===== src/core/rtdt_pkg.sv =====
// Shared constants and fixed screen formats for the raster text display timing block
`default_nettype none
package rtdt_pkg;
	localparam int RTDT_ADDR_W = 14;
	localparam int RTDT_SCAN_W = 5;
	localparam int RTDT_IDX_W = 5;
	localparam int RTDT_DATA_W = 8;
	localparam int RTDT_HI_W = 6;
	localparam int RTDT_PIN_W = 15;

	// ----------------------------------------
	// Index values of the writable data registers
	// ----------------------------------------
	localparam logic [4:0] RTDT_IDX_START_HI = 5'h0C;
	localparam logic [4:0] RTDT_IDX_START_LO = 5'h0D;
	localparam logic [4:0] RTDT_IDX_CURSOR_HI = 5'h0E;
	localparam logic [4:0] RTDT_IDX_CURSOR_LO = 5'h0F;

	// ----------------------------------------
	// Scan mode encodings and sync width coding
	// ----------------------------------------
	localparam logic [1:0] RTDT_IL_SYNC = 2'h1;
	localparam logic [1:0] RTDT_IL_VIDEO = 2'h3;
	localparam logic [4:0] RTDT_VS_ZERO_WIDTH = 5'h10;
	localparam logic [4:0] RTDT_STEP_NORMAL = 5'h01;
	localparam logic [4:0] RTDT_STEP_VIDEO = 5'h02;

	// ----------------------------------------
	// Fixed screen format; totals are last count index, adjust is a line count
	// ----------------------------------------
	typedef struct packed {
		logic [7:0] horizTotal;
		logic [7:0] horizDisplayed;
		logic [7:0] hsyncPosition;
		logic [7:0] syncWidths;
		logic [6:0] vertTotal;
		logic [4:0] vertTotalAdjust;
		logic [6:0] vertDisplayed;
		logic [6:0] vsyncPosition;
		logic [1:0] interlaceMode;
		logic [4:0] maxScanLine;
		logic [4:0] cursorStart;
		logic [4:0] cursorEnd;
	} rtdt_fmt_t;

	localparam rtdt_fmt_t RTDT_FMT0 = '{8'h63, 8'h50, 8'h52, 8'h3A, 7'h1A, 5'h02, 7'h18,
		7'h19, 2'h0, 5'h09, 5'h08, 5'h09};
	localparam rtdt_fmt_t RTDT_FMT1 = '{8'h4F, 8'h40, 8'h42, 8'h08, 7'h12, 5'h04, 7'h10,
		7'h11, 2'h1, 5'h0B, 5'h0A, 5'h0B};
endpackage : rtdt_pkg
`default_nettype wire


===== src/core/rtdt_sync2.sv =====
// Two-stage synchroniser for pins arriving from outside the mclk domain
`default_nettype none
module rtdt_sync2 import rtdt_pkg::*; #(
	parameter int W = 1
) (
	input wire logic mclk,
	input wire logic arst_n,
	input wire logic [W-1:0] din,
	output logic [W-1:0] dout
);
	typedef struct packed {
		logic [W-1:0] meta;
		logic [W-1:0] held;
	} rtdt_sync_t;

	rtdt_sync_t q;
	rtdt_sync_t d;

	always_comb begin
		d = q;
		d.meta = din;
		d.held = q.meta;
	end

	always_ff @(posedge mclk or negedge arst_n) begin
		if (!arst_n) begin
			q <= '0;
		end else begin
			q <= d;
		end
	end

	assign dout = q.held;
endmodule : rtdt_sync2
`default_nettype wire


===== src/core/rtdt_core.sv =====
// Raster text display timing generator with write-only processor port
`default_nettype none

// How it works
// - Fourteen-bit refresh address output drives memory.
// - Five-bit scan-row address feeds character generator.
// - Cursor output high on cursor character, only on scan lines cursor start to cursor end.
// - Writes only with select low, write asserted.
// - Register select steers write: index or data.
// - Data bus is input only, never driven.
// - Write data captured on enable falling edge.
// - Counters advance once per character clock.
// - Format pin picks fixed parameter set.
// - Reset loads refresh address from start pair.
// - Reset homes counters, other outputs low.
// - Reset leaves index, start and cursor registers untouched.
// - Display resumes right after reset release.
// - Five-bit index; only start, cursor writable.
// - Deselected chip presents high impedance on data.
// - Horizontal total and displayed width from format.
// - Hsync width from low nibble, non-zero.
// - Vsync width high nibble, zero means sixteen.
// - Frame is rows plus adjust lines.
// - Vsync starts at programmed character row.
// - Three scan modes: normal, interlace, interlace video.
// - Max scan line sets scan-row wrap point.
// - Start address is six high, eight low.
// - Cursor address is six high, eight low.
module rtdt_core import rtdt_pkg::*; (
	input wire logic mclk,
	input wire logic arst_n,
	input wire logic charClk,
	input wire logic resetN,
	input wire logic csN,
	input wire logic regSelect,
	input wire logic writeN,
	input wire logic busEnable,
	input wire logic [RTDT_DATA_W-1:0] busData,
	input wire logic formatSetSelect,
	output logic [RTDT_ADDR_W-1:0] refreshAddr,
	output logic [RTDT_SCAN_W-1:0] scanRowAddr,
	output logic hsync,
	output logic vsync,
	output logic displayEnable,
	output logic cursor
);
	typedef struct packed {
		logic clkPrev;
		logic enPrev;
		logic [RTDT_IDX_W-1:0] index;
		logic [RTDT_HI_W-1:0] startHi;
		logic [RTDT_DATA_W-1:0] startLo;
		logic [RTDT_HI_W-1:0] cursorHi;
		logic [RTDT_DATA_W-1:0] cursorLo;
		logic [7:0] hCnt;
		logic [RTDT_SCAN_W-1:0] scan;
		logic [6:0] row;
		logic inAdjust;
		logic [4:0] adjCnt;
		logic [3:0] hsCnt;
		logic [4:0] vsCnt;
		logic vsHalf;
		logic field;
		logic [RTDT_ADDR_W-1:0] addr;
		logic [RTDT_ADDR_W-1:0] rowStart;
		logic hsync;
		logic vsync;
		logic de;
		logic cursor;
	} rtdt_state_t;

	rtdt_state_t q;
	rtdt_state_t d;

	// ----------------------------------------
	// Pin synchronisation
	// ----------------------------------------
	// Data is synchronised with the same latency as enable, so the
	// sample taken at the detected fall matches the bus state at the fall.
	logic [RTDT_PIN_W-1:0] pinRaw;
	logic [RTDT_PIN_W-1:0] pinS;
	logic clkS, rstS, csS, rsS, wrS, enS, fmtS;
	logic [RTDT_DATA_W-1:0] dataS;

	assign pinRaw = {charClk, resetN, csN, regSelect, writeN, busEnable, formatSetSelect, busData};

	rtdt_sync2 #(.W(RTDT_PIN_W)) pinSync (
		.mclk(mclk),
		.arst_n(arst_n),
		.din(pinRaw),
		.dout(pinS)
	);

	assign {clkS, rstS, csS, rsS, wrS, enS, fmtS, dataS} = pinS;

	// ----------------------------------------
	// Derived terms
	// ----------------------------------------
	rtdt_fmt_t fmt;
	logic tick, wrStrobe, lineEnd, rowDone, frameEnd, videoMode, syncIl;
	logic [RTDT_SCAN_W-1:0] step, baseScan;
	logic [RTDT_SCAN_W:0] scanSum;
	logic [RTDT_ADDR_W-1:0] startAddr, cursorAddr;
	logic [4:0] vsWidth;
	logic [RTDT_IDX_W-1:0] dataIdx;

	assign fmt = fmtS ? RTDT_FMT1 : RTDT_FMT0;
	assign tick = clkS && !q.clkPrev;
	assign wrStrobe = q.enPrev && !enS && !csS && !wrS;
	assign dataIdx = dataS[RTDT_IDX_W-1:0];
	assign startAddr = {q.startHi, q.startLo};
	assign cursorAddr = {q.cursorHi, q.cursorLo};
	assign videoMode = fmt.interlaceMode == RTDT_IL_VIDEO;
	assign syncIl = fmt.interlaceMode[0];
	assign step = videoMode ? RTDT_STEP_VIDEO : RTDT_STEP_NORMAL;
	assign baseScan = videoMode ? {{(RTDT_SCAN_W-1){1'b0}}, q.field} : '0;
	assign scanSum = {1'b0, q.scan} + {1'b0, step};
	assign rowDone = scanSum > {1'b0, fmt.maxScanLine};
	assign lineEnd = q.hCnt == fmt.horizTotal;
	assign vsWidth = (fmt.syncWidths[7:4] == 4'h0) ? RTDT_VS_ZERO_WIDTH
		: {1'b0, fmt.syncWidths[7:4]};

	// End of frame: last adjust line, or last row when no adjust lines
	always_comb begin
		frameEnd = 1'b0;
		if (q.inAdjust) begin
			frameEnd = ({1'b0, q.adjCnt} + 6'h01) >= {1'b0, fmt.vertTotalAdjust};
		end else if (rowDone && q.row == fmt.vertTotal) begin
			frameEnd = fmt.vertTotalAdjust == 5'h00;
		end
	end

	// ----------------------------------------
	// Next state
	// ----------------------------------------
	always_comb begin
		d = q;
		d.clkPrev = clkS;
		d.enPrev = enS;

		// Registers keep their value under the reset pin
		if (wrStrobe) begin
			if (!rsS) begin
				d.index = dataIdx;
			end else begin
				case (q.index)
					RTDT_IDX_START_HI: d.startHi = dataS[RTDT_HI_W-1:0];
					RTDT_IDX_START_LO: d.startLo = dataS;
					RTDT_IDX_CURSOR_HI: d.cursorHi = dataS[RTDT_HI_W-1:0];
					RTDT_IDX_CURSOR_LO: d.cursorLo = dataS;
					default: ;
				endcase
			end
		end

		if (!rstS) begin
			// Home position; outputs low except the address
			d.hCnt = '0;
			d.scan = '0;
			d.row = '0;
			d.inAdjust = 1'b0;
			d.adjCnt = '0;
			d.hsCnt = '0;
			d.vsCnt = '0;
			d.vsHalf = 1'b0;
			d.field = 1'b0;
			d.addr = startAddr;
			d.rowStart = startAddr;
			d.hsync = 1'b0;
			d.vsync = 1'b0;
			d.de = 1'b0;
			d.cursor = 1'b0;
		end else if (tick) begin
			d.hCnt = lineEnd ? '0 : q.hCnt + 8'h01;

			if (lineEnd) begin
				if (frameEnd) begin
					d.row = '0;
					d.inAdjust = 1'b0;
					d.adjCnt = '0;
					d.field = syncIl ? !q.field : 1'b0;
					d.scan = (videoMode && !q.field) ? RTDT_SCAN_W'(1) : '0;
					d.addr = startAddr;
					d.rowStart = startAddr;
				end else if (q.inAdjust) begin
					d.adjCnt = q.adjCnt + 5'h01;
					d.scan = q.scan + 5'h01;
					d.addr = q.rowStart;
				end else if (rowDone) begin
					// Next row begins where this row's last character ended
					d.rowStart = q.rowStart + RTDT_ADDR_W'(fmt.horizDisplayed);
					d.addr = d.rowStart;
					d.scan = baseScan;
					if (q.row == fmt.vertTotal) begin
						d.inAdjust = 1'b1;
						d.scan = '0;
					end else begin
						d.row = q.row + 7'h01;
					end
				end else begin
					d.scan = scanSum[RTDT_SCAN_W-1:0];
					d.addr = q.rowStart;
				end

				// Vertical sync counted in lines
				if (!d.inAdjust && d.row == fmt.vsyncPosition && d.scan == baseScan
					&& !q.inAdjust && (rowDone || frameEnd)) begin
					d.vsCnt = vsWidth;
				end else if (q.vsCnt != 5'h00) begin
					d.vsCnt = q.vsCnt - 5'h01;
				end
			end else if (d.hCnt < fmt.horizDisplayed) begin
				d.addr = q.addr + RTDT_ADDR_W'(1);
			end

			// Odd interlaced field shifts vsync edges by half a line
			if (d.hCnt == {1'b0, fmt.horizTotal[7:1]}) begin
				d.vsHalf = d.vsCnt != 5'h00;
			end

			if (d.hCnt == fmt.hsyncPosition) begin
				d.hsCnt = fmt.syncWidths[3:0];
			end else if (q.hsCnt != 4'h0) begin
				d.hsCnt = q.hsCnt - 4'h1;
			end

			d.hsync = d.hsCnt != 4'h0;
			d.vsync = (syncIl && q.field) ? d.vsHalf : (d.vsCnt != 5'h00);
			d.de = d.hCnt < fmt.horizDisplayed && !d.inAdjust
				&& d.row < fmt.vertDisplayed;
			d.cursor = d.de && d.addr == cursorAddr && d.scan >= fmt.cursorStart
				&& d.scan <= fmt.cursorEnd;
		end
	end

	always_ff @(posedge mclk or negedge arst_n) begin
		if (!arst_n) begin
			q <= '0;
		end else begin
			q <= d;
		end
	end

	// ----------------------------------------
	// Outputs
	// ----------------------------------------
	// No data output exists: the bus pins are inputs only, so the
	// deselected chip never loads the processor bus.
	assign refreshAddr = q.addr;
	assign scanRowAddr = q.scan;
	assign hsync = q.hsync;
	assign vsync = q.vsync;
	assign displayEnable = q.de;
	assign cursor = q.cursor;
endmodule : rtdt_core
`default_nettype wire


===== config.mk =====
export PLATFORM = sky130hd
export DESIGN_NAME = rtdt_core
export DESIGN_NICKNAME = d
export VERILOG_FILES = /design/src/core/rtdt_pkg.sv /design/src/core/rtdt_sync2.sv /design/src/core/rtdt_core.sv
export SDC_FILE = /design/constraint.sdc
export NUM_CORES = 1
export LEC_CHECK = 0
export BUFFER_PORTS_ARGS = -buffer_cell sky130_fd_sc_hd__buf_2
export CAP_MARGIN = 20
export CORE_ASPECT_RATIO = 2
export CORE_MARGIN = 2
export CORE_UTILIZATION = 56
export DETAILED_ROUTE_END_ITERATION = 8
export PLACE_DENSITY = 0.8
export SKIP_CTS_REPAIR_TIMING = 1
export SLEW_MARGIN = 0
export SYNTH_ARGS = -nofsm -noshare
export SYNTH_HDL_FRONTEND = slang
export SYNTH_SLANG_ARGS = --single-unit

===== constraint.sdc =====
create_clock -name mclk -period 3.7 [get_ports mclk]
set_clock_uncertainty 0.2 [all_clocks]
set_input_delay 0.37 -clock mclk [delete_from_list [all_inputs] [get_ports mclk]]
set_output_delay 0.37 -clock mclk [all_outputs]
set_load 0.005 [all_outputs]

After elaboration in Yosys (flattened, before gate mapping)
Cells that the tools add are included.
{"block": "totals", "reg_bits": 134, "mem_count": 0, "mem_bits_rw": 0, "latch_bits": 0, "in_bits": 17, "elab_cells": 143, "rom_bits": 0, "out_inout_bits": 23}
{"block": "classes", "addsub": 10, "n_div": 0, "bitwise_logic": 1, "magnitude_cmp": 6, "n_mul": 0, "n_reduce_logical": 39, "shifts": 0, "n_eq_ne": 16, "n_mux": 47}
{"op": "$mux W69", "count": 2}
{"op": "$mux W18", "count": 7}
{"op": "$mux W14", "count": 7}
{"op": "$mux W73", "count": 1}
{"op": "$mux W5", "count": 9}
{"op": "$mux W28", "count": 1}
{"op": "$mux W8", "count": 3}
{"op": "$eq A5 B4 Y1 const B", "count": 4}
{"op": "$reduce_and A3 Y1", "count": 6}
{"op": "$logic_and A1 B1 Y1", "count": 16}
{"op": "$mux W4", "count": 4}
{"op": "$add A14 B1 Y14 const B", "count": 1}
{"op": "$add A14 B8 Y14", "count": 1}
{"op": "$eq A14 B14 Y1", "count": 1}
{"op": "$eq A7 B7 Y1", "count": 2}
{"op": "$mux W1", "count": 11}
{"op": "$add A5 B1 Y5 const B", "count": 2}
{"op": "$reduce_bool A5 Y1", "count": 2}
{"op": "$add A8 B1 Y8 const B", "count": 1}
{"op": "$eq A8 B6 Y1", "count": 1}
{"op": "$eq A8 B7 Y1", "count": 1}
{"op": "$eq A8 B8 Y1", "count": 1}
{"op": "$logic_not A1 Y1", "count": 8}
{"op": "$lt A8 B8 Y1", "count": 1}
{"op": "22 further kinds", "count": 26}

Depth between registers and ports, before layout
{"block": "logic_depth", "depth_word": 26, "mapped_depth": 17, "depth_no_buf": 17}

Modules after synthesis
From an unflattened synthesis, not the netlist that was laid out.
{"block": "hier_totals", "hier_cells": 919, "area_unflattened_um2": 8247.9}
{"mod": "rtdt_core", "area_each_um2": 7497.2, "seq_area_each_um2": 2602.5, "cells_each": 889, "instances": 1}
{"mod": "rtdt_sync2", "area_each_um2": 750.7, "seq_area_each_um2": 750.7, "cells_each": 30, "instances": 1}

Worst setup path after synthesis
OpenSTA, ideal clock, no wires.
{"block": "synth_timing", "kind": "reg2reg", "startpoint": "register pinSync.q, in the netlist pinSync.dout[8]", "endpoint": "register q, in the netlist cursor", "synth_period_minus_slack_ps": 4019, "stages_incl_launch_ff": 18, "path_slack_ps": -319, "n_path_buf": 5, "arrival_ps": 3753, "setup_time_ps": 66, "required_time_ps": 3434, "path_cell_list": "dfrtp_1 -> buf_2 -> and4b_1 -> o2111ai_1 -> clkbuf_1 -> clkbuf_1 -> clkbuf_1 -> nand2_1 -> ha_1 -> nand3b_1 -> clkbuf_1 -> a211oi_1 -> and2_1 -> a221o_1 -> xor2_1 -> nor4_1 -> nand4_1 -> nand2_1"}
{"block": "synth_via", "elab_chain_len": 23, "word_cells_on_any_way": 51, "classes_between": "2 x add/sub; 6 x order compare; 4 x eq/ne; 30 x mux; 9 x reduce/logical"}
{"item": "start, declared", "line_no": "rtdt_sync2.sv:16", "text": "rtdt_sync_t q;"}
{"item": "start signal, assigned", "line_no": "rtdt_sync2.sv:27", "text": "q <= '0;"}
{"item": "start signal, assigned", "line_no": "rtdt_sync2.sv:29", "text": "q <= d;"}
{"item": "$mux W73 *", "line_no": "rtdt_core.sv:107", "text": "assign fmt = fmtS ? RTDT_FMT1 : RTDT_FMT0;"}
{"item": "parallel branches: the longest is 19 deep, another holds $add A5 B2 Y6"}
{"item": "$logic_and A1 B1 Y1 *", "line_no": "rtdt_core.sv:232", "text": "&& d.scan <= fmt.cursorEnd;"}
{"item": "$mux W69 *", "line_no": "rtdt_core.sv:173", "text": "end else if (tick) begin"}
{"item": "$mux W69 *", "line_no": "rtdt_core.sv:156", "text": "if (!rstS) begin"}
{"item": "end signal, assigned", "line_no": "rtdt_core.sv:238", "text": "q <= '0;"}
{"item": "end signal, assigned", "line_no": "rtdt_core.sv:240", "text": "q <= d;"}
{"item": "end, declared", "line_no": "rtdt_core.sv:72", "text": "rtdt_state_t q;"}
Every way passes the cells marked *. The select of a mux whose other input is x is not followed.
A chain may end at the register's enable or synchronous reset.

Worst setup path in the final report
{"block": "layout_timing", "startpoint": "register q[44] (netlist name)", "endpoint": "register q, in the netlist vsync"}
{"block": "layout_via", "elab_chain_len": 21, "word_cells_on_any_way": 24, "classes_between": "1 x add/sub; 1 x order compare; 2 x eq/ne; 13 x mux; 7 x reduce/logical"}
{"item": "$add A5 B1 Y6 *", "line_no": "rtdt_core.sv:127", "text": "frameEnd = ({1'b0, q.adjCnt} + 6'h01) >= {1'b0, fmt.vertTotalAdjust};"}
{"item": "$ge A6 B5 Y1 *", "line_no": "rtdt_core.sv:127"}
{"item": "$mux W1 *", "line_no": "rtdt_core.sv:126", "text": "if (q.inAdjust) begin"}
{"item": "$mux W18", "line_no": "rtdt_core.sv:177", "text": "if (frameEnd) begin"}
{"item": "$mux W18", "line_no": "rtdt_core.sv:176", "text": "if (lineEnd) begin"}
{"item": "$mux W18", "line_no": "rtdt_core.sv:173"}
{"item": "$mux W18", "line_no": "rtdt_core.sv:156"}
{"item": "$eq A7 B7 Y1 or $logic_not A1 Y1 (tied branches)", "line_no": "rtdt_core.sv:206", "text": "if (!d.inAdjust && d.row == fmt.vsyncPosition && d.scan == baseScan"}
{"item": "[5 not listed]"}
{"item": "$mux W5 *", "line_no": "rtdt_core.sv:176"}
{"item": "$mux W5 *", "line_no": "rtdt_core.sv:173"}
{"item": "$mux W5 *", "line_no": "rtdt_core.sv:156"}
{"item": "$reduce_bool A5 Y1 *", "line_no": "rtdt_core.sv:218, rtdt_core.sv:228"}
{"item": "$mux W1", "line_no": "rtdt_core.sv:217", "text": "if (d.hCnt == {1'b0, fmt.horizTotal[7:1]}) begin"}
{"item": "$mux W1 *", "line_no": "rtdt_core.sv:228", "text": "d.vsync = (syncIl && q.field) ? d.vsHalf : (d.vsCnt != 5'h00);"}
{"item": "$mux W69 *", "line_no": "rtdt_core.sv:173"}
{"item": "$mux W69 *", "line_no": "rtdt_core.sv:156"}
Mark *: on every way between the ends. The rest lies on a longest branch, timed or not. The select of a mux whose other input is x is not followed.

==> flow_summary_export.csv <==
group,metric,value,unit
synth,seq_area_frac_synth,0.426,
power_and_ir_drop,p_leak,4.07,nW
grt,antenna_found_initial,0,
finish,layout-drive-gt1-share,0.196,
grt,grt_pass1_vias,6988,
timing,timing.final.crit_period,3.63,ns
die,die_area,15100,um^2
timing,tightest_slew,0.777,ns
detailed_routing,detail_route.first_pass.iterations,5,
timing,rsz0062_at_grt,"yes",
synth,synth_fp_nets,901,
finish,diodes,0,
die,ios,40,
detailed_routing,detail_route.vias_per_cell,6.44,
detailed_routing,detail-route-antenna-nets,0,
synth,synth.area.mux_share,0.0681,
outcome,status,"complete, no violations",
die,std_cell_rows,61,
synth,synth-simple-area-share,0.203,
die,initial_utilization,0.570,
grt,grt_pass1_wl,35200,um
clock_tree,clkTransAtPathRegs,0.06,ns
flow_run,cap_violations,0,
worst_setup_path,cp.required,3.79,ns
synth,synth-compound-area-share,0.197,
detailed_routing,routedWlPerCell,19.9,um
detailed_routing,route.detailed.drc,0,
worst_setup_path,start_kind,"register",
timing,slew-limit-headroom,0.482,
clock_tree,cts.sinks,134,
worst_setup_path,cp-end-kind,"register",
hold_path,hold_class,"register to register",
synth,synth_xor_area_frac,0.0276,
worst_setup_path,crit_arrival,3.72,ns
synth,synth_top_flop_cell,"dfrtp_1",
timing,fmax,276,MHz
finish,nets,956,
worst_setup_path,slowest_stage,"dfrtp_1",
timing,finalMaxSlewViolations,0,
power_and_ir_drop,powerDensity,383,nW/um^2
placed_design,place_congestion,0.955,
synth,synth_edf_count,0,
power_and_ir_drop,ir_worst_vdd,0.410,mV
synth,synth.distinct_cells,76,
die,die_w,87.9,um
worst_setup_path,crit_top_cell,"a21o_1",
clock_tree,cts_buffer_depth,2,
finish,areaGrowthSynthToFinish,17.0,%
detailed_routing,drt_iter0_drc,619,
placed_design,hpwl,15700,um
clock_tree,cts_tree,"yes",
synth,synthCells,868,
synth,synth_fa_ha_area_frac,0.0254,
synth,ys_async_sr_fraction,1.00,
detailed_routing,num_vias,7236,
clock_tree,cts_buffers,17,
die,coreArea,13800,um^2
synth,yosysWarnings,0,
grt,overflow,0,
clock_tree,htreeDepth,4,
worst_setup_path,critPathKind,"register to register",
timing,whs,0.146,ns
die,die_h,172,um
grt,grt_max_degree,87,
worst_setup_path,worstPathCellList,"ha_1 -> inv_2 -> ha_4 -> a21bo_4 -> a21o_1 -> nor3_4 -> a221o_1 -> or3_4 -> a2111oi_4 -> buf_4 -> a21o_1 -> o211ai_2 -> nor3_1 -> a211oi_2",
detailed_routing,wirelength,22300,um
synth,synth_top_family_by_area,"simple AND/OR/NAND/NOR gates",
synth,syn-cell-area,7880,um^2
synth,avgSynthCellArea,9.08,um^2
clock_tree,clockRootBuffer,"clkbuf_16",
placed_design,io_buffer_count,39,
power_and_ir_drop,fin_total_pwr,3.53,mW
worst_setup_path,worst-path-max-fanout,5,
synth,synth_seq_cells,134,
worst_setup_path,cp_slowest_stage_delay,0.41,ns
timing,finalCritPeriodShare,0.980,
grt,grt_use_total,0.308,
timing,final_hold_viol_count,0,
clock_tree,insertion_delay,0.43,ns
timing,finalSetupViolations,0,
## synthesized netlist by cell type (5+ instances only)
cell type / count / share of area
buf_1: 9 / 0.0043
ha_1: 16 / 0.025
nor2_1: 79 / 0.038
nand2_1: 98 / 0.047
mux2_2: 33 / 0.047
and3_1: 14 / 0.011
o21ai_0: 46 / 0.029
a211oi_1: 18 / 0.017
dfrtp_1: 134 / 0.43
nand2b_1: 11 / 0.0087
nor4b_1: 5 / 0.0056
nand3_1: 31 / 0.020
nor4_1: 10 / 0.0079
nor2b_1: 9 / 0.0071
a2111oi_0: 5 / 0.0056
xor2_1: 11 / 0.012
and2_1: 5 / 0.0040
clkbuf_1: 31 / 0.015
a21oi_1: 60 / 0.038
a22oi_1: 6 / 0.0057
inv_1: 20 / 0.0095
xnor2_1: 12 / 0.013
a31oi_1: 17 / 0.013
or3_1: 11 / 0.0087
buf_2: 8 / 0.0051
mux2i_1: 15 / 0.019
a21o_1: 6 / 0.0057
buf_4: 20 / 0.019
o22ai_1: 5 / 0.0040
nor3_1: 31 / 0.020
nand4_1: 6 / 0.0048
a221oi_1: 6 / 0.0067
## routing by layer
metal,track usage,part of all wire,vias up
li1,-,-,3260
met1,0.324,0.34,3529
met2,0.520,0.52,321
met3,0.0504,0.054,126
met4,0.260,0.087,0
met5,0,0,-
## sequential cells by signal (all words and copies together), names as in the netlist
| name | cells |
|---|---|
| q | 67 |
| pinSync.d | 15 |
| hsync | 1 |
| cursorAddr | 14 |
| scanRowAddr | 5 |
| vsync | 1 |
| refreshAddr | 14 |
| displayEnable | 1 |
| cursor | 1 |
| pinSync.dout | 15 |
## power breakdown
group,internal (mW),switching (mW)
clock network,0.999,0.643
logic,0.125,0.168
registers,1.53,0.0677
## critical path, delay by kind of cell, from the launching register on
kind | cells | cell delay (ns)
AO/OA/AOI/OAI | 7 | 1.37
AND/OR/NAND/NOR | 3 | 0.67
adder cells (fa/ha/maj) | 2 | 0.56
flip-flops | 1 | 0.41
buffers and inverters | 2 | 0.28
## layout make-up
type / instances / area [um^2]
inverters: 21 / 78.8
flip-flops and latches: 134 / 3350
multi-input cells: 645 / 4220
well taps: 189 / 236
clock buffers: 18 / 439
clock inverters: 13 / 133
repair buffers: 104 / 767
fillers: 1104 / 4590
## worst paths after layout
kind / start / to / slack (ns) / cells past startpoint
worst min-delay path: pinSync.d[6]$_DFF_PN0_ / pinSync.dout[6]$_DFF_PN0_ / 0.15 / 0
worst min register to register: pinSync.d[6]$_DFF_PN0_ / pinSync.dout[6]$_DFF_PN0_ / 0.15 / 0
worst max register to register: q[44]$_DFFE_PN0P_ / vsync$_DFFE_PN0P_ / 0.07 / 14
min in group asynchronous: arst_n / pinSync.d[9]$_DFF_PN0_ / 0.25 / 2
max in group asynchronous: arst_n / refreshAddr[13]$_DFFE_PN0P_ / 2.22 / 3
worst max-delay path: q[44]$_DFFE_PN0P_ / vsync$_DFFE_PN0P_ / 0.07 / 14
## placed cells by master (no fill, tap or decap), drive strengths merged, types with 13 or more instances in the layout
cell	count
mux2i	15
clkbuf	18
inv	22
a21oi	62
nor2	79
nand3	31
a211oi	19
a31oi	17
buf	88
o21ai	49
nor3	32
ha	16
dlygate4sd3	16
mux2	34
and3	14
dfrtp	134
xnor2	13
nand2	98
## kinds of logic after synthesis
group / count (synthesis)
AND/OR/NAND/NOR: 330
AO/OA/AOI/OAI: 226
flip-flops: 134
buffers and inverters: 89
multiplexers: 49
XOR/XNOR: 24
adder cells (fa/ha/maj): 16
## metrics by stage
step	cells	instance area [um^2]	utilization	setup TNS (ns)	setup slack [ns]
2_1_floorplan	868	7910	-	0	0.0208
3_3_place_gp	1073	8390	0.607	0	0.139
3_5_place_dp	1073	8390	0.607	0	0.0403
4_1_cts	1104	8960	0.648	0	0.0179
5_1_grt	1124	9220	0.668	-0.0709	-0.0439
6_report	1124	9220	0.668	0	0.0739
Note: power is estimated with default switching activity, not from simulation.
